--- src/inc/epdc_pkg.sv ---
// Constants and carrier types of the edge preset down-counter bank.
// Assumes one 50 MHz core clock and a simple strobe register port.
// Function
// - Decrement present count when count input is ON and was OFF last execution.
// - Leave present count unchanged when count input steady or falling.
// - Set completion flag when count reaches zero; hold until reset.
// - Reload present count with preset when reset input goes OFF to ON.
// - No decrementing while reset input stays ON.
// - After reset goes OFF, count down again from preset on rising inputs.
// - Keep present count through interlock and power loss; no implicit reset. Here RST_N_I clears pv_reg to 0.
// - Non-BCD preset: keep executing; loaded value is undefined.
// - Raise fault indicator when preset value is not BCD.
// - Raise fault indicator on non-BCD or out-of-range indirect operand.
// - Provide a one-second period pulse bit usable as count input.
package epdc_pkg;

  // ---------------------------------------------------------------
  // Sizes
  // ---------------------------------------------------------------
  localparam int EPDC_NCNT = 4;
  localparam int EPDC_DM_DEPTH = 16;
  localparam int EPDC_DIGITS = 4;

  // ---------------------------------------------------------------
  // Register offsets (byte addresses)
  // ---------------------------------------------------------------
  localparam logic [7:0] EPDC_OFS_SCAN = 8'h00;
  localparam logic [7:0] EPDC_OFS_SRC = 8'h04;
  localparam logic [7:0] EPDC_OFS_DONE = 8'h08;
  localparam logic [7:0] EPDC_OFS_IRQ_STAT = 8'h0C;
  localparam logic [7:0] EPDC_OFS_IRQ_MASK = 8'h10;
  localparam logic [7:0] EPDC_OFS_PULSE = 8'h14;
  localparam logic [7:0] EPDC_OFS_PRESET = 8'h20;
  localparam logic [7:0] EPDC_OFS_PV = 8'h30;
  localparam logic [7:0] EPDC_OFS_DM = 8'h40;

  // ---------------------------------------------------------------
  // Field positions
  // ---------------------------------------------------------------
  localparam int EPDC_SCAN_CNT_LSB = 0;
  localparam int EPDC_SCAN_RST_LSB = 4;
  localparam int EPDC_SCAN_ILK_BIT = 8;
  localparam int EPDC_IRQ_DONE_LSB = 0;
  localparam int EPDC_IRQ_FAULT_BIT = 4;
  localparam int EPDC_IRQ_W = 5;
  localparam int EPDC_PRE_IND_BIT = 21;
  localparam int EPDC_PRE_IDX_LSB = 16;

  // ---------------------------------------------------------------
  // Reset values
  // ---------------------------------------------------------------
  localparam logic [15:0] EPDC_PV_RST = 16'h0000;
  localparam logic [21:0] EPDC_PRESET_RST = 22'h000000;
  localparam logic [3:0] EPDC_SRC_RST = 4'h0;
  localparam logic [4:0] EPDC_MASK_RST = 5'h00;

  // ---------------------------------------------------------------
  // Timing of the one-second pulse bit
  // ---------------------------------------------------------------
  localparam int EPDC_CLK_HZ = 50_000_000;
  localparam int EPDC_PULSE_PERIOD_MS = 1000;
  localparam int EPDC_PULSE_HALF_CYC =
    (EPDC_CLK_HZ / 1000) * EPDC_PULSE_PERIOD_MS / 2;

  // ---------------------------------------------------------------
  // Carriers
  // ---------------------------------------------------------------
  typedef struct packed {
    logic interlock;
    logic [EPDC_NCNT-1:0] rst;
    logic [EPDC_NCNT-1:0] cnt;
  } epdc_scan_type;

  typedef struct packed {
    logic indirect;
    logic [4:0] dm_idx;
    logic [15:0] value;
  } epdc_preset_type;

endpackage

--- src/epdc_pulse.sv ---
// One-second clock pulse bit for the counter bank.
// Assumes an asynchronous active-low reset already released cleanly.
`timescale 1ns/100ps
module epdc_pulse
  import epdc_pkg::*;
#(
  parameter int HALF_CYC = EPDC_PULSE_HALF_CYC
) (
  input wire logic clk_i,
  input wire logic rst_n_i,
  output logic pulse_o
);

  logic [31:0] cnt_reg;
  logic [31:0] cnt_next;
  logic pulse_reg;
  logic pulse_next;

  // --------------------------------------------------------------
  // Half period counter, toggles the level
  // --------------------------------------------------------------
  always_comb begin
    cnt_next = cnt_reg + 32'h00000001;
    pulse_next = pulse_reg;
    if (cnt_reg == 32'(HALF_CYC - 1)) begin
      cnt_next = 32'h00000000;
      pulse_next = ~pulse_reg;
    end
  end

  // Registers
  always_ff @(posedge clk_i or negedge rst_n_i) begin
    if (!rst_n_i) begin
      cnt_reg <= 32'h00000000;
      pulse_reg <= 1'b0;
    end else begin
      cnt_reg <= cnt_next;
      pulse_reg <= pulse_next;
    end
  end

  assign pulse_o = pulse_reg;

endmodule

--- src/epdc_top.sv ---
// Bank of edge-triggered BCD preset down-counters with register port.
// Assumes software drives one scan per write to the scan register.
`timescale 1ns/100ps
module epdc_top
  import epdc_pkg::*;
#(
  parameter int PULSE_HALF_CYC = EPDC_PULSE_HALF_CYC
) (
  input wire logic CORE_CLK_I,
  input wire logic RST_N_I,
  input wire logic [7:0] ADDR_I,
  input wire logic [31:0] WR_DATA_I,
  input wire logic WR_I,
  input wire logic RD_I,
  output logic [31:0] RD_DATA_O,
  output logic [EPDC_NCNT-1:0] DONE_O,
  output logic FAULT_O,
  output logic IRQ_O
);

  // ---------------------------------------------------------------
  // BCD helpers
  // ---------------------------------------------------------------
  function automatic logic is_bcd(input logic [15:0] v);
    logic ok;
    ok = 1'b1;
    for (int d = 0; d < EPDC_DIGITS; d++) begin
      if (v[d*4 +: 4] > 4'h9) begin
        ok = 1'b0;
      end
    end
    return ok;
  endfunction

  function automatic logic [15:0] bcd_dec(input logic [15:0] v);
    logic [15:0] r;
    logic borrow;
    r = v;
    borrow = 1'b1;
    for (int d = 0; d < EPDC_DIGITS; d++) begin
      if (borrow) begin
        if (v[d*4 +: 4] == 4'h0) begin
          r[d*4 +: 4] = 4'h9;
        end else begin
          r[d*4 +: 4] = v[d*4 +: 4] - 4'h1;
          borrow = 1'b0;
        end
      end
    end
    return r;
  endfunction

  // ---------------------------------------------------------------
  // Reset release
  // ---------------------------------------------------------------
  logic rst_meta_reg;
  logic rst_sync_reg;
  logic rst_n;

  // Two stage reset release
  always_ff @(posedge CORE_CLK_I or negedge RST_N_I) begin
    if (!RST_N_I) begin
      rst_meta_reg <= 1'b0;
      rst_sync_reg <= 1'b0;
    end else begin
      rst_meta_reg <= 1'b1;
      rst_sync_reg <= rst_meta_reg;
    end
  end

  assign rst_n = rst_sync_reg;

  // ---------------------------------------------------------------
  // One-second pulse source
  // ---------------------------------------------------------------
  logic pulse;

  epdc_pulse #(
    .HALF_CYC(PULSE_HALF_CYC)
  ) u_pulse (
    .clk_i(CORE_CLK_I),
    .rst_n_i(rst_n),
    .pulse_o(pulse)
  );

  // ---------------------------------------------------------------
  // Register port decode
  // ---------------------------------------------------------------
  epdc_scan_type scan;
  logic scan_go;
  logic wr_src;
  logic wr_mask;
  logic wr_stat;
  logic wr_pre;
  logic wr_dm;

  // Strobe decode
  always_comb begin
    scan = epdc_scan_type'(WR_DATA_I[EPDC_SCAN_ILK_BIT:0]);
    scan_go = WR_I && (ADDR_I == EPDC_OFS_SCAN) && !scan.interlock;
    wr_src = WR_I && (ADDR_I == EPDC_OFS_SRC);
    wr_mask = WR_I && (ADDR_I == EPDC_OFS_IRQ_MASK);
    wr_stat = WR_I && (ADDR_I == EPDC_OFS_IRQ_STAT);
    wr_pre = WR_I && (ADDR_I[7:4] == EPDC_OFS_PRESET[7:4]);
    wr_dm = WR_I && (ADDR_I[7:6] == EPDC_OFS_DM[7:6]);
  end

  // ---------------------------------------------------------------
  // Configuration registers and data memory area
  // ---------------------------------------------------------------
  logic [EPDC_NCNT-1:0] src_reg;
  logic [EPDC_NCNT-1:0] src_next;
  logic [EPDC_IRQ_W-1:0] mask_reg;
  logic [EPDC_IRQ_W-1:0] mask_next;
  epdc_preset_type preset_reg [EPDC_NCNT];
  epdc_preset_type preset_next [EPDC_NCNT];
  logic [15:0] dm_reg [EPDC_DM_DEPTH];
  logic [15:0] dm_next [EPDC_DM_DEPTH];

  // Next values of software-written state
  always_comb begin
    src_next = src_reg;
    mask_next = mask_reg;
    preset_next = preset_reg;
    dm_next = dm_reg;
    if (wr_src) begin
      src_next = WR_DATA_I[EPDC_NCNT-1:0];
    end
    if (wr_mask) begin
      mask_next = WR_DATA_I[EPDC_IRQ_W-1:0];
    end
    if (wr_pre) begin
      preset_next[ADDR_I[3:2]] = epdc_preset_type'(WR_DATA_I[21:0]);
    end
    if (wr_dm) begin
      dm_next[ADDR_I[5:2]] = WR_DATA_I[15:0];
    end
  end

  // Registers
  always_ff @(posedge CORE_CLK_I or negedge rst_n) begin
    if (!rst_n) begin
      src_reg <= EPDC_SRC_RST;
      mask_reg <= EPDC_MASK_RST;
      for (int i = 0; i < EPDC_NCNT; i++) begin
        preset_reg[i] <= EPDC_PRESET_RST;
      end
      for (int i = 0; i < EPDC_DM_DEPTH; i++) begin
        dm_reg[i] <= EPDC_PV_RST;
      end
    end else begin
      src_reg <= src_next;
      mask_reg <= mask_next;
      preset_reg <= preset_next;
      dm_reg <= dm_next;
    end
  end

  // ---------------------------------------------------------------
  // Counter bank
  // ---------------------------------------------------------------
  logic [15:0] pv_w [EPDC_NCNT];
  logic [EPDC_NCNT-1:0] done_w;
  logic [EPDC_NCNT-1:0] done_ev;
  logic [EPDC_NCNT-1:0] fault_ev;

  for (genvar g = 0; g < EPDC_NCNT; g++) begin : g_cnt
    logic [15:0] pv_reg;
    logic [15:0] pv_next;
    logic done_reg;
    logic done_next;
    logic last_cnt_reg;
    logic last_cnt_next;
    logic last_rst_reg;
    logic last_rst_next;
    logic [15:0] pre_val;
    logic bad_pre;
    logic cnt_cond;
    logic rst_cond;

    // Preset resolution, direct or from data memory
    always_comb begin
      bad_pre = 1'b0;
      pre_val = preset_reg[g].value;
      if (preset_reg[g].indirect) begin
        if (preset_reg[g].dm_idx[4]) begin
          bad_pre = 1'b1;
          pre_val = EPDC_PV_RST;
        end else begin
          pre_val = dm_reg[preset_reg[g].dm_idx[3:0]];
        end
      end
      if (!is_bcd(pre_val)) begin
        bad_pre = 1'b1;
      end
    end

    // One execution of this counter per scan strobe
    always_comb begin
      cnt_cond = src_reg[g] ? pulse : scan.cnt[g];
      rst_cond = scan.rst[g];
      pv_next = pv_reg;
      done_next = done_reg;
      last_cnt_next = last_cnt_reg;
      last_rst_next = last_rst_reg;
      done_ev[g] = 1'b0;
      fault_ev[g] = 1'b0;
      if (scan_go) begin
        fault_ev[g] = bad_pre;
        last_cnt_next = cnt_cond;
        last_rst_next = rst_cond;
        if (rst_cond && !last_rst_reg) begin
          // Non-BCD value loads as is, execution goes on
          pv_next = pre_val;
          done_next = 1'b0;
        end else if (rst_cond) begin
          pv_next = pv_reg;
        end else if (cnt_cond && !last_cnt_reg
                     && pv_reg != EPDC_PV_RST) begin
          pv_next = bcd_dec(pv_reg);
          if (bcd_dec(pv_reg) == EPDC_PV_RST) begin
            done_next = 1'b1;
            done_ev[g] = 1'b1;
          end
        end
        // Steady or falling input leaves the count alone
      end
    end

    // Counter state; interlock keeps it
    always_ff @(posedge CORE_CLK_I or negedge rst_n) begin
      if (!rst_n) begin
        pv_reg <= EPDC_PV_RST;
        done_reg <= 1'b0;
        last_cnt_reg <= 1'b0;
        last_rst_reg <= 1'b0;
      end else begin
        pv_reg <= pv_next;
        done_reg <= done_next;
        last_cnt_reg <= last_cnt_next;
        last_rst_reg <= last_rst_next;
      end
    end

    assign pv_w[g] = pv_reg;
    assign done_w[g] = done_reg;
  end

  // ---------------------------------------------------------------
  // Interrupt status and read port
  // ---------------------------------------------------------------
  logic [EPDC_IRQ_W-1:0] stat_reg;
  logic [EPDC_IRQ_W-1:0] stat_next;
  logic [EPDC_IRQ_W-1:0] stat_set;
  logic irq_reg;
  logic irq_next;
  logic [31:0] rd_reg;
  logic [31:0] rd_next;

  // Sticky status, set beats write-one clear
  always_comb begin
    stat_set = '0;
    stat_set[EPDC_IRQ_DONE_LSB +: EPDC_NCNT] = done_ev;
    stat_set[EPDC_IRQ_FAULT_BIT] = |fault_ev;
    stat_next = stat_reg;
    if (wr_stat) begin
      stat_next = stat_reg & ~WR_DATA_I[EPDC_IRQ_W-1:0];
    end
    stat_next = stat_next | stat_set;
    irq_next = |(stat_next & mask_next);
  end

  // Read data mux, answered in the next cycle
  always_comb begin
    rd_next = 32'h00000000;
    if (RD_I) begin
      if (ADDR_I == EPDC_OFS_SRC) begin
        rd_next[EPDC_NCNT-1:0] = src_reg;
      end else if (ADDR_I == EPDC_OFS_DONE) begin
        rd_next[EPDC_NCNT-1:0] = done_w;
      end else if (ADDR_I == EPDC_OFS_IRQ_STAT) begin
        rd_next[EPDC_IRQ_W-1:0] = stat_reg;
      end else if (ADDR_I == EPDC_OFS_IRQ_MASK) begin
        rd_next[EPDC_IRQ_W-1:0] = mask_reg;
      end else if (ADDR_I == EPDC_OFS_PULSE) begin
        rd_next[0] = pulse;
      end else if (ADDR_I[7:4] == EPDC_OFS_PRESET[7:4]) begin
        rd_next[21:0] = preset_reg[ADDR_I[3:2]];
      end else if (ADDR_I[7:4] == EPDC_OFS_PV[7:4]) begin
        rd_next[15:0] = pv_w[ADDR_I[3:2]];
      end else if (ADDR_I[7:6] == EPDC_OFS_DM[7:6]) begin
        rd_next[15:0] = dm_reg[ADDR_I[5:2]];
      end
    end
  end

  // Registers
  always_ff @(posedge CORE_CLK_I or negedge rst_n) begin
    if (!rst_n) begin
      stat_reg <= '0;
      irq_reg <= 1'b0;
      rd_reg <= 32'h00000000;
    end else begin
      stat_reg <= stat_next;
      irq_reg <= irq_next;
      rd_reg <= rd_next;
    end
  end

  // Outputs, all from flip-flops
  assign RD_DATA_O = rd_reg;
  assign IRQ_O = irq_reg;
  assign FAULT_O = stat_reg[EPDC_IRQ_FAULT_BIT];
  assign DONE_O = done_w;

endmodule

--- config.mk ---
export PLATFORM = sky130hd
export DESIGN_NAME = epdc_top
export DESIGN_NICKNAME = d
export VERILOG_FILES = /design/src/inc/epdc_pkg.sv /design/src/epdc_pulse.sv /design/src/epdc_top.sv
export SDC_FILE = /design/constraint.sdc
export NUM_CORES = 2
export LEC_CHECK = 0
export ABC_AREA = 0
export BUFFER_PORTS_ARGS = -buffer_cell sky130_fd_sc_hd__buf_2
export CAP_MARGIN = 20
export CORE_ASPECT_RATIO = 2
export CORE_MARGIN = 4
export CORE_UTILIZATION = 58
export CTS_BUF_LIST = sky130_fd_sc_hd__clkbuf_8 sky130_fd_sc_hd__clkbuf_16
export DETAILED_ROUTE_END_ITERATION = 6
export PLACE_DENSITY = 0.79
export SKIP_CTS_REPAIR_TIMING = 1
export SLEW_MARGIN = 20
export SYNTH_ARGS = -nofsm -noshare
export SYNTH_HDL_FRONTEND = slang
export SYNTH_SLANG_ARGS = --single-unit
--- constraint.sdc ---
create_clock -name CORE_CLK_I -period 14.32 [get_ports CORE_CLK_I]
set_input_delay 0.716 -clock CORE_CLK_I [delete_from_list [all_inputs] [get_ports CORE_CLK_I]]
set_output_delay 0.716 -clock CORE_CLK_I [all_outputs]
set_load 0.05 [all_outputs]
==> impl_metrics.ini <==
[cells_and_area]
fin_util = 0.633
largest_reg_flops = 256
ff_latch_area_sq_um = 12300
drive_gt1_frac = 0.345
stdcell_area_sq_um = 34600
multiInputGateArea_sq_um = 18800
nFillCells = 3938
nets = 2547
syn_to_final_growth_pct = 7.63

[synthesis]
synth_top_cell_by_area = dfrtp_1
seq_area_frac_synth = 0.383
ys_ff_latch = 492
syn-cell-area_sq_um = 32100
async_flop_share = 1.00
post-synth-top-area-fraction = 0.383
synth.area.top_cells = dfrtp_1 (38%), mux4_2 (25%), mux2_2 (10%)
synth-main-ff-cell = dfrtp_1
synth-edff-count = 0
ys_types = 67
synth.avg_cell_area_sq_um = 12.4
synthCells = 2584
yosysWarnings = 0

[timing]
hold_viol = 0
post-route-period-util = 0.357
rsz0062_at_grt = no
fin_skew_ns = 0.0227
tightest_slew_ns = 1.21
maxSlewHeadroom = 0.188
period_needed_ns = 5.11
clock.fmax_ghz = 0.196
finalSetupViolations = 0
maxSlewViolCount = 0
finalSetupTns_ns = 0

[power_and_ir_drop]
ir_worst_vdd_mv = 0.0902
power_mw = 4.24
power_density_nw_per_um2 = 123
leakage_nw = 14.2

[cts]
clock-root-buffer = clkbuf_16
cts_tree = yes
insertion_delay_ns = 0.62
clk_pin_slew_worst_paths_ns = 0.07
cts.sinks = 492
numCtsBuffers = 46
cts_buffer_depth = 3
htreeDepth = 2

[drt]
wl_mm = 111
drt_iter0_drc = 3423
drt-wirelength-per-cell_microns = 33.9
viasPerCell = 7.72
route.detailed.drc = 3
num_vias = 25323
firstDrtPassIters = 7
ant_nets = 0

[critical_path]
crit_arrival_ns = 5.59
r2r_end = stat_reg[4]$_DFF_PN0_
start_kind = flop
cp_max_fo = 44
reg2reg_from = preset_reg[16]$_DFFE_PN0P_
worst-r2r-cell-count = 11
endpoint_kind = flop
required_ns = 14.80
reg2reg_slack_ns = 9.21
critical_path_class = flop to flop

[grt]
use_met1 = 0.410
grtUsageMet2 = 0.595
first_global_vias = 26067
met3_usage = 0.0903
grt_max_degree = 184
grt_usage = 0.374
grt-busiest-layer = met2
grt.overflow.total = 0
grt_pass1_wl_mm = 166
grt_antenna_before_repair = 3

[floorplanning]
row_count = 121
dieArea_sq_um = 59500
dieHeight_microns = 341
core_sq_um = 54700
initial_core_util = 0.588
fp.dieW_microns = 174
io_pins = 82

[job]
max_cap_viol_count = 0

[run_status]
violations = design-rule violations
status = complete, but fails checks

[place]
place_area_sq_um = 32800
dp_hpwl_mm = 75.4
routabilityCongestion = 1.04
port-buffer-count = 61

[worst_hold_path]
hold_path_class = flop to asynchronous set/reset pin
[cells in the final DEF, fill, tap and decap left out, types with 7 or more instances in the layout]
cell and count:
buf_4 40, dfrtp_1 481, nand2b_1 19, mux2i_1 133, nor2_4 12, nor2_1 135
or3_1 18, a21o_1 12, bufinv_16 9, conb_1 11, a22o_1 12, nand2_1 119
mux2_2 297, nand4_1 12, clkbuf_16 49, xor2_1 14, xnor2_1 14, clkinv_2 12
nand3_1 39, and3_1 19, a21oi_1 117, o22ai_1 35, clkbuf_8 8, o21ai_1 59
nor3_1 42, nor4_1 18, a22oi_1 31, a221oi_1 31, inv_1 40, buf_2 59
mux4_2 352, mux2_1 56, o221ai_1 11, nand3b_1 7, o21ai_0 87, nor2b_1 14
[worst max-delay path by stage]
| stage | slack (ns) | cells after the start | endpoint | from |
|---|---|---|---|---|
| after floorplan | 6.31 | 0 | IRQ_O$_DFF_PN0_ | rst_n$_DFF_PN0_ |
| after global placement | 9.53 | 11 | IRQ_O$_DFF_PN0_ | preset_reg[16]$_DFFE_PN0P_ |
| after detailed placement | 9.43 | 11 | stat_reg[4]$_DFF_PN0_ | preset_reg[16]$_DFFE_PN0P_ |
| after CTS | 9.39 | 11 | stat_reg[4]$_DFF_PN0_ | preset_reg[16]$_DFFE_PN0P_ |
| after global routing | 9.17 | 11 | IRQ_O$_DFF_PN0_ | preset_reg[16]$_DFFE_PN0P_ |
| final | 9.21 | 11 | stat_reg[4]$_DFF_PN0_ | preset_reg[16]$_DFFE_PN0P_ |
[metrics by stage]
step	cells	hold slack [ns]	worst slack, ns
after floorplan	2593	0.331	6.31
after global placement	3191	0.333	9.53
after detailed placement	3191	0.337	9.43
after CTS	3277	-0.110	9.39
after global routing	3278	0.359	9.17
final	3281	0.325	9.21
[cells in the mapped netlist (4+ instances only)]
master and count:
o31ai_1 5, a21o_1 12, and3_1 19, o21ai_0 87
o22a_1 5, and2_1 5, nand2b_1 19, mux4_2 352
buf_4 17, o32ai_1 4, o211ai_1 4, nor2b_1 19
o22ai_1 35, nor4b_1 4, xor2_1 14, inv_1 36
a22oi_1 31, o221ai_1 11, a31oi_1 6, dfrtp_1 492
nor3_1 45, nand4_1 12, nor4_1 18, nand4b_1 4
a221oi_1 31, a21oi_1 117, buf_2 39, nand3b_1 7
mux2_2 297, xnor2_1 14, nand2_1 119, or3_1 18
nand3_1 39, clkbuf_1 153, mux2_1 56, nor3b_1 5
nor2_1 148, o21ai_1 59, a22o_1 12, buf_1 31
mux2i_1 133, a32oi_1 4
[where the power goes]
part	leakage (nW)	internal, mW	total, mW	switching, mW
sequential	6.55	1.53	1.76	0.233
combinational	6.78	0.528	1.08	0.553
clock	0.861	0.825	1.40	0.576
total	14.2	2.88	4.24	1.36
[logic make-up after synthesis]
logic type	share of synthesized area
simple gates	0.0744
other cells	0.000234
mux	0.412
xor+xnor	0.00763
fa+ha+maj	0.000389
buf+inv	0.0373
compound gates	0.0852
flops	0.383
[layer usage]
metal  share of wire  wire [microns]
met5               0               0
met1            0.30           33200
met4            0.12           13600
met2            0.47           52500
met3            0.11           12000
[area by class of cell]
type | count | area share
antenna | 3 | 0.000217
clock buffer | 57 | 0.0386
clock inverter | 29 | 0.0109
inverter | 40 | 0.00434
multi-input combinational | 1818 | 0.543
sequential | 492 | 0.357
tap | 738 | 0.0267
timing repair buffer | 104 | 0.0193
[critical path, cell delays in order, from the launching register on]
cell and delay (ns):
dfrtp_4 0.77, buf_4 0.80, mux4_2 0.62, mux2i_1 0.17
nor2_1 0.05, a21oi_1 0.15, o21ai_1 0.18, o41ai_1 1.08
o2111ai_1 0.33, nor4_1 0.46, buf_4 0.26, o21ai_1 0.07
(Power assumes the default switching activity.)
